### src/rtl/rdbus_pkg.sv
// Purpose: Shared constants for the boot buffer and local bus pin mux
// Assumes: 25 MHz CLK, APB slave with 32-bit data
// Notes:   Offsets are byte addresses of aligned words
package rdbus_pkg;
   localparam int          CLK_HZ          = 25_000_000;
   localparam int          BUS_W           = 8;
   localparam int          KBC_LO          = 2;                 // First port-capable bit
   localparam logic [7:0]  KBC_CAP_MASK    = 8'hFC;             // Bits 2..7 take port function
   // Strong-high hold after a rise, in nanoseconds, and its cycle count (rounded down)
   localparam int          BOOST_NS        = 120;
   localparam int          BOOST_CYC_RAW   = (BOOST_NS * (CLK_HZ / 1_000_000)) / 1000;
   localparam int          BOOST_CYC       = (BOOST_CYC_RAW < 1) ? 1 : BOOST_CYC_RAW;
   localparam int          BOOST_W         = 4;
   localparam logic [BOOST_W-1:0] BOOST_LOAD = BOOST_W'(BOOST_CYC);
   // Register offsets
   localparam logic [11:0] OFS_CTRL        = 12'h000;
   localparam logic [11:0] OFS_ALT_EN      = 12'h004;
   localparam logic [11:0] OFS_KBC_SEL     = 12'h008;
   localparam logic [11:0] OFS_GP_DIR      = 12'h00C;
   localparam logic [11:0] OFS_GP_INV      = 12'h010;
   localparam logic [11:0] OFS_GP_OUT      = 12'h014;
   localparam logic [11:0] OFS_KBC_PORT    = 12'h018;
   localparam logic [11:0] OFS_KBC_OD      = 12'h01C;
   localparam logic [11:0] OFS_PIN_STATE   = 12'h020;
   // Control register fields
   localparam int          CTRL_SEL_ALT    = 0;
   localparam int          CTRL_OE_ALT     = 1;
   localparam int          CTRL_W          = 2;
   // Reset values: all pins plain non-inverting inputs
   localparam logic [7:0]  RST_ALT_EN      = 8'h00;
   localparam logic [7:0]  RST_GP_DIR      = 8'hFF;             // 1 = input
   localparam logic [7:0]  RST_GP_INV      = 8'h00;
   localparam logic [7:0]  RST_ZERO8       = 8'h00;
   localparam logic [7:0]  RST_KBC_PORT    = 8'hFF;
   localparam logic [CTRL_W-1:0] RST_CTRL  = 2'h0;
endpackage

### src/rtl/rdbus_sync.sv
// Purpose: Three-stage pin synchroniser with agreement filter
// Assumes: Inputs asynchronous to CLK
// Notes:   Output changes once stages two and three agree
`timescale 1ns/1ns
module rdbus_sync #(
   parameter int W = 8
) (
   input  wire logic         CLK,      // System clock
   input  wire logic         RST_N,    // Async reset, active low
   input  wire logic [W-1:0] d_async,  // Raw pin levels
   output logic      [W-1:0] q         // Filtered levels
);
   logic [W-1:0] s1_q;
   logic [W-1:0] s2_q;
   logic [W-1:0] s3_q;
   wire  [W-1:0] agree = ~(s2_q ^ s3_q);

   // First stage feeds only the second
   always_ff @(posedge CLK or negedge RST_N) begin
      if (!RST_N) begin
         s1_q <= '0;
         s2_q <= '0;
         s3_q <= '0;
         q    <= '0;
      end else begin
         s1_q <= d_async;
         s2_q <= s1_q;
         s3_q <= s2_q;
         q    <= (agree & s3_q) | (~agree & q);
      end
   end
endmodule

### src/rtl/boot_buffer_rd_bus_mux.sv
// Purpose: Boot ROM byte buffer between system and local bus, plus pin sharing
// Assumes: APB register access, 25 MHz CLK, buffer controls are async pins
// Notes:   Buffer controls pass the pin filter; outputs registered; drive enables active low, pull-up enables active high
`timescale 1ns/1ns

// Operation
// - select low, direction low: local to system
// - select low, direction high: system to local
// - select high isolates both buses
// - local-to-system copies every pin incl. alternates
// - system-to-local: alternate pins drive alternate value
// - output-enable redefined: read-only local bus
// - read-only, select high: system bus undriven
// - read-only: alternate pins still copied
// - select redefined: forced high, bus floats
// - both redefined behaves as select redefined
// - bits two-seven offer keyboard port bits
// - push-pull: one rises with strong drive
// - strong drive ends, pull-up holds high
// - open-drain: one tristates, zero drives low
// - port function ignores direction and inversion
// - each pin plain I/O or alternate
// - reset: all pins non-inverting inputs
module boot_buffer_rd_bus_mux
   import rdbus_pkg::*;
(
   input  wire logic                     CLK,                       // 25 MHz clock
   input  wire logic                     RST_N,                     // Async reset, active low
   input  wire logic                     BOOT_BUFFER_SELECT_N,      // Buffer enable pin
   input  wire logic                     BUFFER_DIRECTION_N,        // Low: local to system
   input  wire logic [rdbus_pkg::BUS_W-1:0] SYSTEM_DATA_BUS_I,      // System bus pin level
   output logic      [rdbus_pkg::BUS_W-1:0] SYSTEM_DATA_BUS_O,      // System bus drive value
   output logic                          SYSTEM_DATA_BUS_OE_N,      // Low: drive system bus
   input  wire logic [rdbus_pkg::BUS_W-1:0] LOCAL_BUS_I,            // Local pin levels
   output logic      [rdbus_pkg::BUS_W-1:0] LOCAL_BUS_O,            // Local pin drive value
   output logic      [rdbus_pkg::BUS_W-1:0] LOCAL_BUS_OE_N,         // Per pin, low: drive
   output logic      [rdbus_pkg::BUS_W-1:0] LOCAL_PULLUP_EN,        // Weak pull-up enables
   output logic                          BOOT_OUTPUT_ENABLE_N,      // ROM output enable pin
   input  wire logic                     PSEL,                      // APB select
   input  wire logic                     PENABLE,                   // APB enable
   input  wire logic                     PWRITE,                    // APB direction
   input  wire logic [11:0]              PADDR,                     // APB byte address
   input  wire logic [31:0]              PWDATA,                    // APB write data
   output logic      [31:0]              PRDATA,                    // APB read data
   output logic                          PREADY,                    // APB ready
   output logic                          PSLVERR                    // APB error
);
   // Software-visible configuration
   logic [CTRL_W-1:0] ctrl_q;
   logic [BUS_W-1:0]  alt_en_q;
   logic [BUS_W-1:0]  kbc_sel_q;
   logic [BUS_W-1:0]  gp_dir_q;
   logic [BUS_W-1:0]  gp_inv_q;
   logic [BUS_W-1:0]  gp_out_q;
   logic [BUS_W-1:0]  kbc_port_q;
   logic [BUS_W-1:0]  kbc_od_q;

   // Port rise tracking and strong-drive window
   logic [BUS_W-1:0]  kbc_prev_q;
   logic [BUS_W-1:0]  boost_act;

   // Filtered pin views
   logic [BUS_W-1:0]  local_sync;
   logic [1:0]        ctl_inv_sync;   // Inverted controls, zero after reset

   // Filtered local pins for readback; filtered controls also steer the buffer
   rdbus_sync #(.W(BUS_W)) u_sync_local (
      .CLK     (CLK),
      .RST_N   (RST_N),
      .d_async (LOCAL_BUS_I),
      .q       (local_sync)
   );
   rdbus_sync #(.W(2)) u_sync_ctl (
      .CLK     (CLK),
      .RST_N   (RST_N),
      .d_async ({~BUFFER_DIRECTION_N, ~BOOT_BUFFER_SELECT_N}),
      .q       (ctl_inv_sync)
   );

   // Controls pass the filter inverted: the filter flops reset to zero, which
   // then reads as the idle high level, so the buffer stays shut after reset
   wire [1:0] ctl_sync  = ~ctl_inv_sync;
   wire       sel_pin_n = ctl_sync[0];
   wire       dir_pin_n = ctl_sync[1];

   // APB decode
   function automatic logic hit(input logic [11:0] a, input logic [11:0] ofs);
      hit = (a == ofs);
   endfunction

   wire acc      = PSEL && PENABLE && !PREADY;
   // Writes land on the edge that completes the transfer, with ready high,
   // so a register never changes before the bus has acknowledged it
   wire wr_done  = PSEL && PENABLE && PREADY && PWRITE;
   wire sel_ctrl = hit(PADDR, OFS_CTRL);
   wire sel_alt  = hit(PADDR, OFS_ALT_EN);
   wire sel_ksel = hit(PADDR, OFS_KBC_SEL);
   wire sel_dir  = hit(PADDR, OFS_GP_DIR);
   wire sel_inv  = hit(PADDR, OFS_GP_INV);
   wire sel_out  = hit(PADDR, OFS_GP_OUT);
   wire sel_kp   = hit(PADDR, OFS_KBC_PORT);
   wire sel_kod  = hit(PADDR, OFS_KBC_OD);
   wire sel_pin  = hit(PADDR, OFS_PIN_STATE);
   wire mapped   = sel_ctrl | sel_alt | sel_ksel | sel_dir | sel_inv | sel_out
                 | sel_kp | sel_kod | sel_pin;

   wire [31:0] rd_mux =
        sel_ctrl ? {30'h0, ctrl_q} :
        sel_alt  ? {24'h0, alt_en_q} :
        sel_ksel ? {24'h0, kbc_sel_q} :
        sel_dir  ? {24'h0, gp_dir_q} :
        sel_inv  ? {24'h0, gp_inv_q} :
        sel_out  ? {24'h0, gp_out_q} :
        sel_kp   ? {24'h0, kbc_port_q} :
        sel_kod  ? {24'h0, kbc_od_q} :
        sel_pin  ? {22'h0, ctl_sync, local_sync} : 32'h0;

   // APB answer one cycle after the access phase opens
   always_ff @(posedge CLK or negedge RST_N) begin
      if (!RST_N) begin
         PREADY  <= 1'b0;
         PSLVERR <= 1'b0;
      end else begin
         PREADY  <= acc;
         PSLVERR <= acc && !mapped;
      end
   end

   // Read data held until the next read, so a slow master still sees it
   always_ff @(posedge CLK or negedge RST_N) begin
      if (!RST_N)
         PRDATA <= 32'h0;
      else if (acc && !PWRITE)
         PRDATA <= rd_mux;
   end

   // per-pin function select; reset as plain non-inverting inputs
   // Each register has its own short process, written only at the ready edge
   // Pin control: bit0 select redefined, bit1 output enable redefined
   always_ff @(posedge CLK or negedge RST_N) begin
      if (!RST_N)
         ctrl_q <= RST_CTRL;
      else if (wr_done && sel_ctrl)
         ctrl_q <= PWDATA[CTRL_W-1:0];
   end

   // Alternate function enable, one bit per pin
   always_ff @(posedge CLK or negedge RST_N) begin
      if (!RST_N)
         alt_en_q <= RST_ALT_EN;
      else if (wr_done && sel_alt)
         alt_en_q <= PWDATA[BUS_W-1:0];
   end

   // only bits two to seven carry the port function
   always_ff @(posedge CLK or negedge RST_N) begin
      if (!RST_N)
         kbc_sel_q <= RST_ZERO8;
      else if (wr_done && sel_ksel)
         kbc_sel_q <= PWDATA[BUS_W-1:0] & KBC_CAP_MASK;
   end

   // Plain pin direction, one means input
   always_ff @(posedge CLK or negedge RST_N) begin
      if (!RST_N)
         gp_dir_q <= RST_GP_DIR;
      else if (wr_done && sel_dir)
         gp_dir_q <= PWDATA[BUS_W-1:0];
   end

   // Plain pin polarity inversion
   always_ff @(posedge CLK or negedge RST_N) begin
      if (!RST_N)
         gp_inv_q <= RST_GP_INV;
      else if (wr_done && sel_inv)
         gp_inv_q <= PWDATA[BUS_W-1:0];
   end

   // Plain pin output levels
   always_ff @(posedge CLK or negedge RST_N) begin
      if (!RST_N)
         gp_out_q <= RST_ZERO8;
      else if (wr_done && sel_out)
         gp_out_q <= PWDATA[BUS_W-1:0];
   end

   // Port bits, idle high like an unloaded port
   always_ff @(posedge CLK or negedge RST_N) begin
      if (!RST_N)
         kbc_port_q <= RST_KBC_PORT;
      else if (wr_done && sel_kp)
         kbc_port_q <= PWDATA[BUS_W-1:0];
   end

   // Port drive style, one means open drain
   always_ff @(posedge CLK or negedge RST_N) begin
      if (!RST_N)
         kbc_od_q <= RST_ZERO8;
      else if (wr_done && sel_kod)
         kbc_od_q <= PWDATA[BUS_W-1:0];
   end

   // per-bit strong-high window after each push-pull port rise
   genvar g;
   generate
      for (g = 0; g < BUS_W; g++) begin : g_boost
         logic [BOOST_W-1:0] cnt_q;
         wire rise = kbc_port_q[g] && !kbc_prev_q[g] && !kbc_od_q[g];
         always_ff @(posedge CLK or negedge RST_N) begin
            if (!RST_N) begin
               cnt_q <= '0;
            end else if (rise) begin
               cnt_q <= BOOST_LOAD;
            end else if (cnt_q != '0) begin
               cnt_q <= cnt_q - 1'b1;
            end
         end
         // Rise cycle drives too, so the pin never drops to the pull-up first;
         // open-drain bits never start a window
         assign boost_act[g] = rise || (cnt_q != '0);
      end
   endgenerate

   always_ff @(posedge CLK or negedge RST_N) begin
      if (!RST_N)
         kbc_prev_q <= RST_KBC_PORT;
      else
         kbc_prev_q <= kbc_port_q;
   end

   // Controls come from the filter: pin to output takes about five clocks
   // redefined select reads as high internally
   wire sel_n_int = ctrl_q[CTRL_SEL_ALT] ? 1'b1 : sel_pin_n;
   // redefined output enable reads as low internally
   wire oe_alt    = ctrl_q[CTRL_OE_ALT] && !ctrl_q[CTRL_SEL_ALT];
   wire buf_on    = !sel_n_int;
   wire to_sys    = buf_on && (oe_alt || !dir_pin_n);
   // system-to-local only with output enable in original function
   wire to_loc    = buf_on && !oe_alt && dir_pin_n;

   // Pin function per bit
   // Limitation: bits zero and one never take the port function
   wire [BUS_W-1:0] kbc_mode = alt_en_q & kbc_sel_q;
   wire [BUS_W-1:0] gp_mode  = alt_en_q & ~kbc_sel_q;

   // One control bit spread over the whole byte
   function automatic logic [BUS_W-1:0] all_bits(input logic b);
      all_bits = {BUS_W{b}};
   endfunction

   // port mode ignores direction and inversion
   // Trade-off: the direction register only gates plain outputs
   wire [BUS_W-1:0] gp_val   = gp_out_q ^ gp_inv_q;
   wire [BUS_W-1:0] alt_drv  = kbc_mode | (gp_mode & ~gp_dir_q);
   wire [BUS_W-1:0] alt_val  = (kbc_mode & kbc_port_q) | (gp_mode & gp_val);
   // open drain never drives high; push-pull high only in window
   wire [BUS_W-1:0] kbc_oe   = ~kbc_port_q | (boost_act & ~kbc_od_q);
   wire [BUS_W-1:0] alt_oe   = (kbc_mode & kbc_oe) | (gp_mode & ~gp_dir_q);

   // alternates keep their own value; other pins take system data
   wire [BUS_W-1:0] loc_drv  = alt_en_q | all_bits(to_loc);
   wire [BUS_W-1:0] loc_val  = (alt_en_q & alt_val) | (~alt_en_q & SYSTEM_DATA_BUS_I);
   wire [BUS_W-1:0] loc_en   = (alt_en_q & alt_oe & alt_drv) | (~alt_en_q & all_bits(to_loc));

   // every local pin copied, alternates included; nothing when off
   wire [BUS_W-1:0] sys_val  = LOCAL_BUS_I;

   // Outputs registered to keep the pins glitch-free; the price is that the
   // buffer enables follow the filtered controls one clock later still.
   // System side drive and enable
   always_ff @(posedge CLK or negedge RST_N) begin
      if (!RST_N) begin
         SYSTEM_DATA_BUS_O    <= RST_ZERO8;
         SYSTEM_DATA_BUS_OE_N <= 1'b1;
      end else begin
         SYSTEM_DATA_BUS_O    <= sys_val;
         SYSTEM_DATA_BUS_OE_N <= !to_sys;
      end
   end

   // Local side drive, enables and pull-ups
   always_ff @(posedge CLK or negedge RST_N) begin
      if (!RST_N) begin
         LOCAL_BUS_O          <= RST_ZERO8;
         LOCAL_BUS_OE_N       <= 8'hFF;
         LOCAL_PULLUP_EN      <= RST_ZERO8;
      end else begin
         LOCAL_BUS_O          <= loc_val;
         LOCAL_BUS_OE_N       <= ~(loc_en & loc_drv);
         // weak pull-up on push-pull port bits
         LOCAL_PULLUP_EN      <= kbc_mode & ~kbc_od_q;
      end
   end

   // ROM output enable, held high while its pin serves another function
   always_ff @(posedge CLK or negedge RST_N) begin
      if (!RST_N)
         BOOT_OUTPUT_ENABLE_N <= 1'b1;
      else
         BOOT_OUTPUT_ENABLE_N <= ctrl_q[CTRL_OE_ALT] ? 1'b1 : !to_sys;
   end
endmodule

### config.mk
export PLATFORM = sky130hd
export DESIGN_NAME = boot_buffer_rd_bus_mux
export DESIGN_NICKNAME = d
export VERILOG_FILES = /design/src/rtl/rdbus_pkg.sv /design/src/rtl/rdbus_sync.sv /design/src/rtl/boot_buffer_rd_bus_mux.sv
export SDC_FILE = /design/constraint.sdc
export NUM_CORES = 1
export LEC_CHECK = 0
export ABC_AREA = 1
export BUFFER_PORTS_ARGS = -buffer_cell sky130_fd_sc_hd__buf_4
export CAP_MARGIN = 40
export CORE_MARGIN = 4
export CORE_UTILIZATION = 47
export CTS_BUF_LIST = sky130_fd_sc_hd__clkbuf_2 sky130_fd_sc_hd__clkbuf_4 sky130_fd_sc_hd__clkbuf_8
export CTS_CLUSTER_SIZE = 40
export DETAILED_ROUTE_END_ITERATION = 8
export PLACE_DENSITY = 0.7
export SETUP_SLACK_MARGIN = 0.3
export SLEW_MARGIN = 30
export SYNTH_ARGS = -nofsm -noshare
export SYNTH_HDL_FRONTEND = slang
export SYNTH_SLANG_ARGS = --single-unit
### constraint.sdc
create_clock -name CLK -period 1.21 [get_ports CLK]
set_clock_uncertainty 0.05 [all_clocks]
set_input_delay 0.0605 -clock CLK [delete_from_list [all_inputs] [get_ports CLK]]
set_output_delay 0.0605 -clock CLK [all_outputs]
set_load 0.02 [all_outputs]
==> impl_metrics.toml, run 1 <==
[sta]
finalSetupViolations = 85
slew_viol_final = 0
fin_ws_ps = -134
hold_violations = 6
whs_ps = -93.2
fmax_ghz = 0.744
period_minus_slack_ps = 1340
final.period_utilization = 1.11
grt_setup_unrepaired = "true"

[route]
drc = 0
ant_nets = 0
vias = 6191
routed_wl_mm = 19.4
viasPerCell = 4.88
first_iter_violations = 467
avgRoutedWirePerCell_um = 15.3
drt-pass1-iter-count = 7

[floorplan]
die_y_um = 134
core_area_um2 = 15400
dieWidth_um = 134
die-area_um2 = 18000
initial_utilization = 0.487
ioPinCount = 135
rows = 45

[worst_setup_path]
worstPathCellList = "nand2_2 -> nor2_4 -> buf_12 -> nand4_4 -> buf_6 -> nand2_2 -> o21ai_1"
arrival_ps = 1650
worst_setup_path_start_kind = "flip-flop"
slowest_stage = "dfrtp_2"
worstSetupPathType = "flip-flop to flip-flop"
crit_path_frequent_cell = "nand2_2"
max_stage_delay_ps = 440
required_ps = 1510
critPathMaxFanout = 9
crit_path_end_kind = "flip-flop"

[logic_synthesis]
async_reset_ff_frac = 1.00
yosysMostFrequentCell = "nand2_1"
synthTopCellsByArea = "dfrtp_1 (43%), dfstp_2 (11%), nand2_1 (10%)"
ys_seq_elements = 162
synthFlopType = "dfrtp_1"
synth_cell_types = 40
synth_edf_count = 0
synth_top_area_cell = "dfrtp_1"
ys.warnings.count = 0
synthDominantCellAreaShare = 0.435
synthCells = 813
syn_avg_cell_area_um2 = 9.20
syn_area_um2 = 7480
ys_seq_area_frac = 0.547
netlist_top_cells_count = "nand2_1 (208), dfrtp_1 (130), inv_1 (100), o21ai_0 (54), nor2_1 (52)"

[power_and_ir_drop]
peakVddDrop_mv = 1.30
power_mw = 13.7
power.density_nw_per_um2 = 1280
p_leak_nw = 5.08

[placement]
dp_slack_ps = -327
hpwl_mm = 12.1
io_buffers = 86
post_dp_cell_area_um2 = 8910
place_congestion = 0.864

[clock_tree]
tritoncts = "yes"
cts.clk_slew.worst_paths_ps = 100
clock_sinks = 162
cts_buffers = 17
ctsHoldBuffers = 29
clock_latency_ps = 480
cts_buffer_depth = 2
cts_root_buffer = "clkbuf_8"
htreeDepth = 4

[global_routing]
gr-total-overflow = 0
grt_util_all_layers = 0.210
grt_pass1_vias = 5979
grt_pass1_wl_mm = 29.8
grt_max_degree = 39
grt_antenna_before_repair = 0

[flow_run]
drv_cap = 0

[layout]
num_antenna_cells = 0
fin_nets = 1122
area_growth_pct = 43.7
drive_gt1_frac = 0.428
utilization = 0.699
final_area_um2 = 10700

[outcome]
status = "complete, but fails checks"
violations = "hold timing, setup timing"

[hold_path]
min_path_type = "primary input to flip-flop"
==> critical path: cells and delay by family, from the launching register on <==
kind	cells	cell delay, ps
compound gates	1	70
buf+inv	2	320
flops	1	440
simple gates	4	330
==> cell families (layout without fill, tap and decap cells) <==
group,Yosys count,count (layout),synth area share
flip-flops,162,162,0.547
XOR/XNOR,14,14,0.0164
AO/OA/AOI/OAI,107,107,0.0826
other,1,24,0.000501
buffers and inverters,149,367,0.0970
adder cells (fa/ha/maj),21,21,0.0318
AND/OR/NAND/NOR,359,362,0.224
==> final timing paths <==
| check | start | end | slack, ps | cells after the start |
|---|---|---|---|---|
| worst max register to register | PREADY$_DFF_PN0_ | kbc_od_q[6]$_DFFE_PN0P_ | -130 | 7 |
| worst min-delay path | PWRITE | PRDATA[9]$_DFFE_PN0P_ | -90 | 4 |
| min in group asynchronous | RST_N | PRDATA[0]$_DFFE_PN0P_ | 0 | 2 |
| worst max-delay path | PREADY$_DFF_PN0_ | kbc_od_q[6]$_DFFE_PN0P_ | -130 | 7 |
| worst min register to register | u_sync_ctl.s1_q[1]$_DFF_PN0_ | u_sync_ctl.s2_q[1]$_DFF_PN0_ | 310 | 0 |
| max in group asynchronous | RST_N | LOCAL_BUS_OE_N[5]$_DFF_PN1_ | 500 | 3 |
==> metrics by stage <==
step           cells  setup TNS (ps)
3_3_place_gp    1156          -12600
3_5_place_dp    1156          -15350
2_1_floorplan    836           -8560
6_report        1268           -6320
4_1_cts         1245           -4200
5_1_grt         1268          -11070
==> layer usage <==
metal / part of all wire / global-route usage / vias to the layer above
li1: - / - / 3039
met1: 0.42 / 0.274 / 2943
met2: 0.51 / 0.353 / 184
met3: 0.056 / 0.0480 / 25
met4: 0.019 / 0.0611 / 0
met5: 0 / 0 / -
==> cell usage in the layout, fill, tap and decap left out, drive strengths merged, types with 5 or more instances in the layout <==
master	n
a21oi	10
a22oi	6
buf	199
clkbuf	17
conb	24
dfrtp	130
dfstp	32
dlygate4sd3	29
ha	11
inv	114
maj3	10
nand2	219
nand3	30
nand3b	6
nand4	29
nor2	60
nor3	11
o21ai	88
or2	5
xnor2	13
==> power by group <==
group / switching (mW) / total (mW) / internal [mW]
Clock: 2.18 / 4.06 / 1.88
Sequential: 0.391 / 6.41 / 6.02
Combinational: 1.61 / 3.25 / 1.65
Total: 4.17 / 13.7 / 9.55
==> registers in the layout, summed over array words and instances (netlist names), 6 cells and up, named ones only <==
| register | cells |
|---|---|
| g_boost.cnt_q | 24 |
| PRDATA | 10 |
| LOCAL_BUS_OE_N | 8 |
| LOCAL_BUS_O | 8 |
| alt_en_q | 8 |
| gp_dir_q | 8 |
| gp_inv_q | 8 |
| gp_out_q | 8 |
| kbc_od_q | 8 |
| kbc_port_q | 8 |
| u_sync_local.s1_q | 8 |
| u_sync_local.s2_q | 8 |
| u_sync_local.s3_q | 8 |
| LOCAL_PULLUP_EN | 6 |
| kbc_prev_q | 6 |
| kbc_sel_q | 6 |
==> timing repair <==
action | CTS | global route
buffers inserted | 28 | 20
pin swaps | 30 | 12
cloned | 0 | 3
resized for setup | 159 | 80
endpoints found under the setup margin | 156 | 159
endpoints found under the hold margin | 230 | 7
==> final cells by class <==
class,instances,area [um^2]
sequential,162,4100
tap,211,264
clock buffer,17,234
timing repair buffer,228,2230
clock inverter,15,166
inverter,107,418
fill,1134,4620
multi-input combinational,528,3340
No activity file was read; power rests on OpenSTA's default activity.
==> run 2: changes to the inputs <==
Settings changed: PLACE_DENSITY 0.7 to unset, PLACE_DENSITY_LB_ADDON set to 0.12.
==> impl_metrics.toml, run 2 (synthesized netlist as in run 1, its figures left out) <==
[placement]
io_buffers = 86
place_congestion = 0.868
dp_slack_ps = -358
hpwl_mm = 12.8

[layout]
layout_commonest_cell = "nand2_1"
num_antenna_cells = 0
largest_reg_flops = 24
reg_top3 = "g_boost.cnt_q: 24 flops, PRDATA: 10 flops"
layout_common_cells = "nand2_1 (162), dfrtp_1 (127), buf_4 (117), inv_1 (82), buf_6 (66)"
fill_cells = 1091
top_register = "g_boost.cnt_q"
utilization = 0.711
area_growth_pct = 46.2
drive_gt1_frac = 0.445
fin_nets = 1126

[sta]
hold_violations = 8
finalSetupViolations = 90
whs_ps = -44.6
slew_viol_final = 0
fmax_ghz = 0.700
period_minus_slack_ps = 1430
final.period_utilization = 1.18
grt_setup_unrepaired = "true"
fin_ws_ps = -218

[worst_setup_path]
required_ps = 1490
worstSetupPathType = "flip-flop to flip-flop"
arrival_ps = 1710
crit_path_end_kind = "flip-flop"
r2r_slack_ps = -220
critPathMaxFanout = 6
worst_setup_path_start_kind = "flip-flop"

[floorplan]
dieWidth_um = 134
core_area_um2 = 15400
die_y_um = 134
die-area_um2 = 18000
ioPinCount = 135
rows = 45
initial_utilization = 0.487

[clock_tree]
clock_latency_ps = 450
tritoncts = "yes"
ctsHoldBuffers = 27
cts_buffer_depth = 2
htreeDepth = 4
cts_buffers = 17
clock_sinks = 162
cts.clk_slew.worst_paths_ps = 90
cts_root_buffer = "clkbuf_8"

[global_routing]
grt_pass1_vias = 6237
grt_max_degree = 45
grt_util_all_layers = 0.219
grt_pass1_wl_mm = 31.1
gr-total-overflow = 0
grt_antenna_before_repair = 0

[route]
drc = 0
drt-pass1-iter-count = 6
ant_nets = 0
avgRoutedWirePerCell_um = 15.7
first_iter_violations = 465
routed_wl_mm = 20.0
viasPerCell = 5.00
vias = 6365

[outcome]
status = "complete, but fails checks"
violations = "hold timing, setup timing"

[power_and_ir_drop]
power.density_nw_per_um2 = 1280
peakVddDrop_mv = 1.11
p_leak_nw = 5.18

[hold_path]
min_path_type = "primary input to flip-flop"

[flow_run]
drv_cap = 0
==> run 2: cell type report <==
cell class	count	area (um^2)	area share
Clock inverter	13	151	0.0138
Sequential cell	162	4100	0.375
Tap cell	211	264	0.0241
Timing Repair Buffer	231	2310	0.211
Inverter	107	418	0.0382
Multi-Input combinational cell	529	3440	0.314
Clock buffer	19	255	0.0233
==> run 2: power breakdown <==
group	internal (mW)	switching (mW)
clock	1.94	2.09
combinational	1.76	1.78
sequential	6.02	0.403
total	9.72	4.28
==> run 2: timing repair <==
| action | in CTS | in global routing |
|---|---|---|
| endpoints found under the hold margin | 239 | 14 |
| pin swaps | 18 | 24 |
| setup endpoints to repair | 158 | 157 |
| gates resized for setup | 135 | 123 |
| setup buffers | 25 | 28 |
| gates cloned | 2 | 4 |
==> run 2: layer usage <==
| metal | routed length, um | GRT usage |
|---|---|---|
| met1 | 8150 | 0.285 |
| met2 | 10300 | 0.375 |
| met4 | 557 | 0.0594 |
| met5 | 0 | 0 |
| met3 | 1020 | 0.0431 |
==> run 2: worst paths after layout <==
kind                                                 to  cells past startpoint                    startpoint
hold / removal                    PRDATA[1]$_DFFE_PN0P_                      6                        PWRITE
min in group asynchronous         PRDATA[1]$_DFFE_PN0P_                      2                         RST_N
setup reg to reg               kbc_sel_q[5]$_DFFE_PN0P_                      9              PREADY$_DFF_PN0_
max in group asynchronous       gp_dir_q[7]$_DFFE_PN1P_                      3                         RST_N
hold reg to reg            u_sync_ctl.s2_q[0]$_DFF_PN0_                      0  u_sync_ctl.s1_q[0]$_DFF_PN0_
setup / recovery               kbc_sel_q[5]$_DFFE_PN0P_                      9              PREADY$_DFF_PN0_
==> run 2: stage by stage <==
step | instance area (um^2) | cells | total power [mW] | hold slack [ps] | setup TNS (ps)
finish | 10900 | 1272 | 14.0 | -44.6 | -11600
global route | 10900 | 1272 | 14.8 | -55.4 | -16550
CTS | 10200 | 1240 | 13.6 | -81.5 | -7550
detailed placement | 8910 | 1154 | 9.06 | -89.3 | -15900
global placement | 8910 | 1154 | 8.81 | -94.0 | -13650
floorplan | 7690 | 836 | 8.13 | -285 | -8560
==> run 2: critical path, stage by stage (launching register included) <==
cell,delay (ps)
dfrtp_2,380
buf_6,100
nand2_4,40
nor2_4,140
buf_12,120
clkbuf_16,140
buf_8,120
nand2_8,80
nand2_1,70
o21ai_1,60
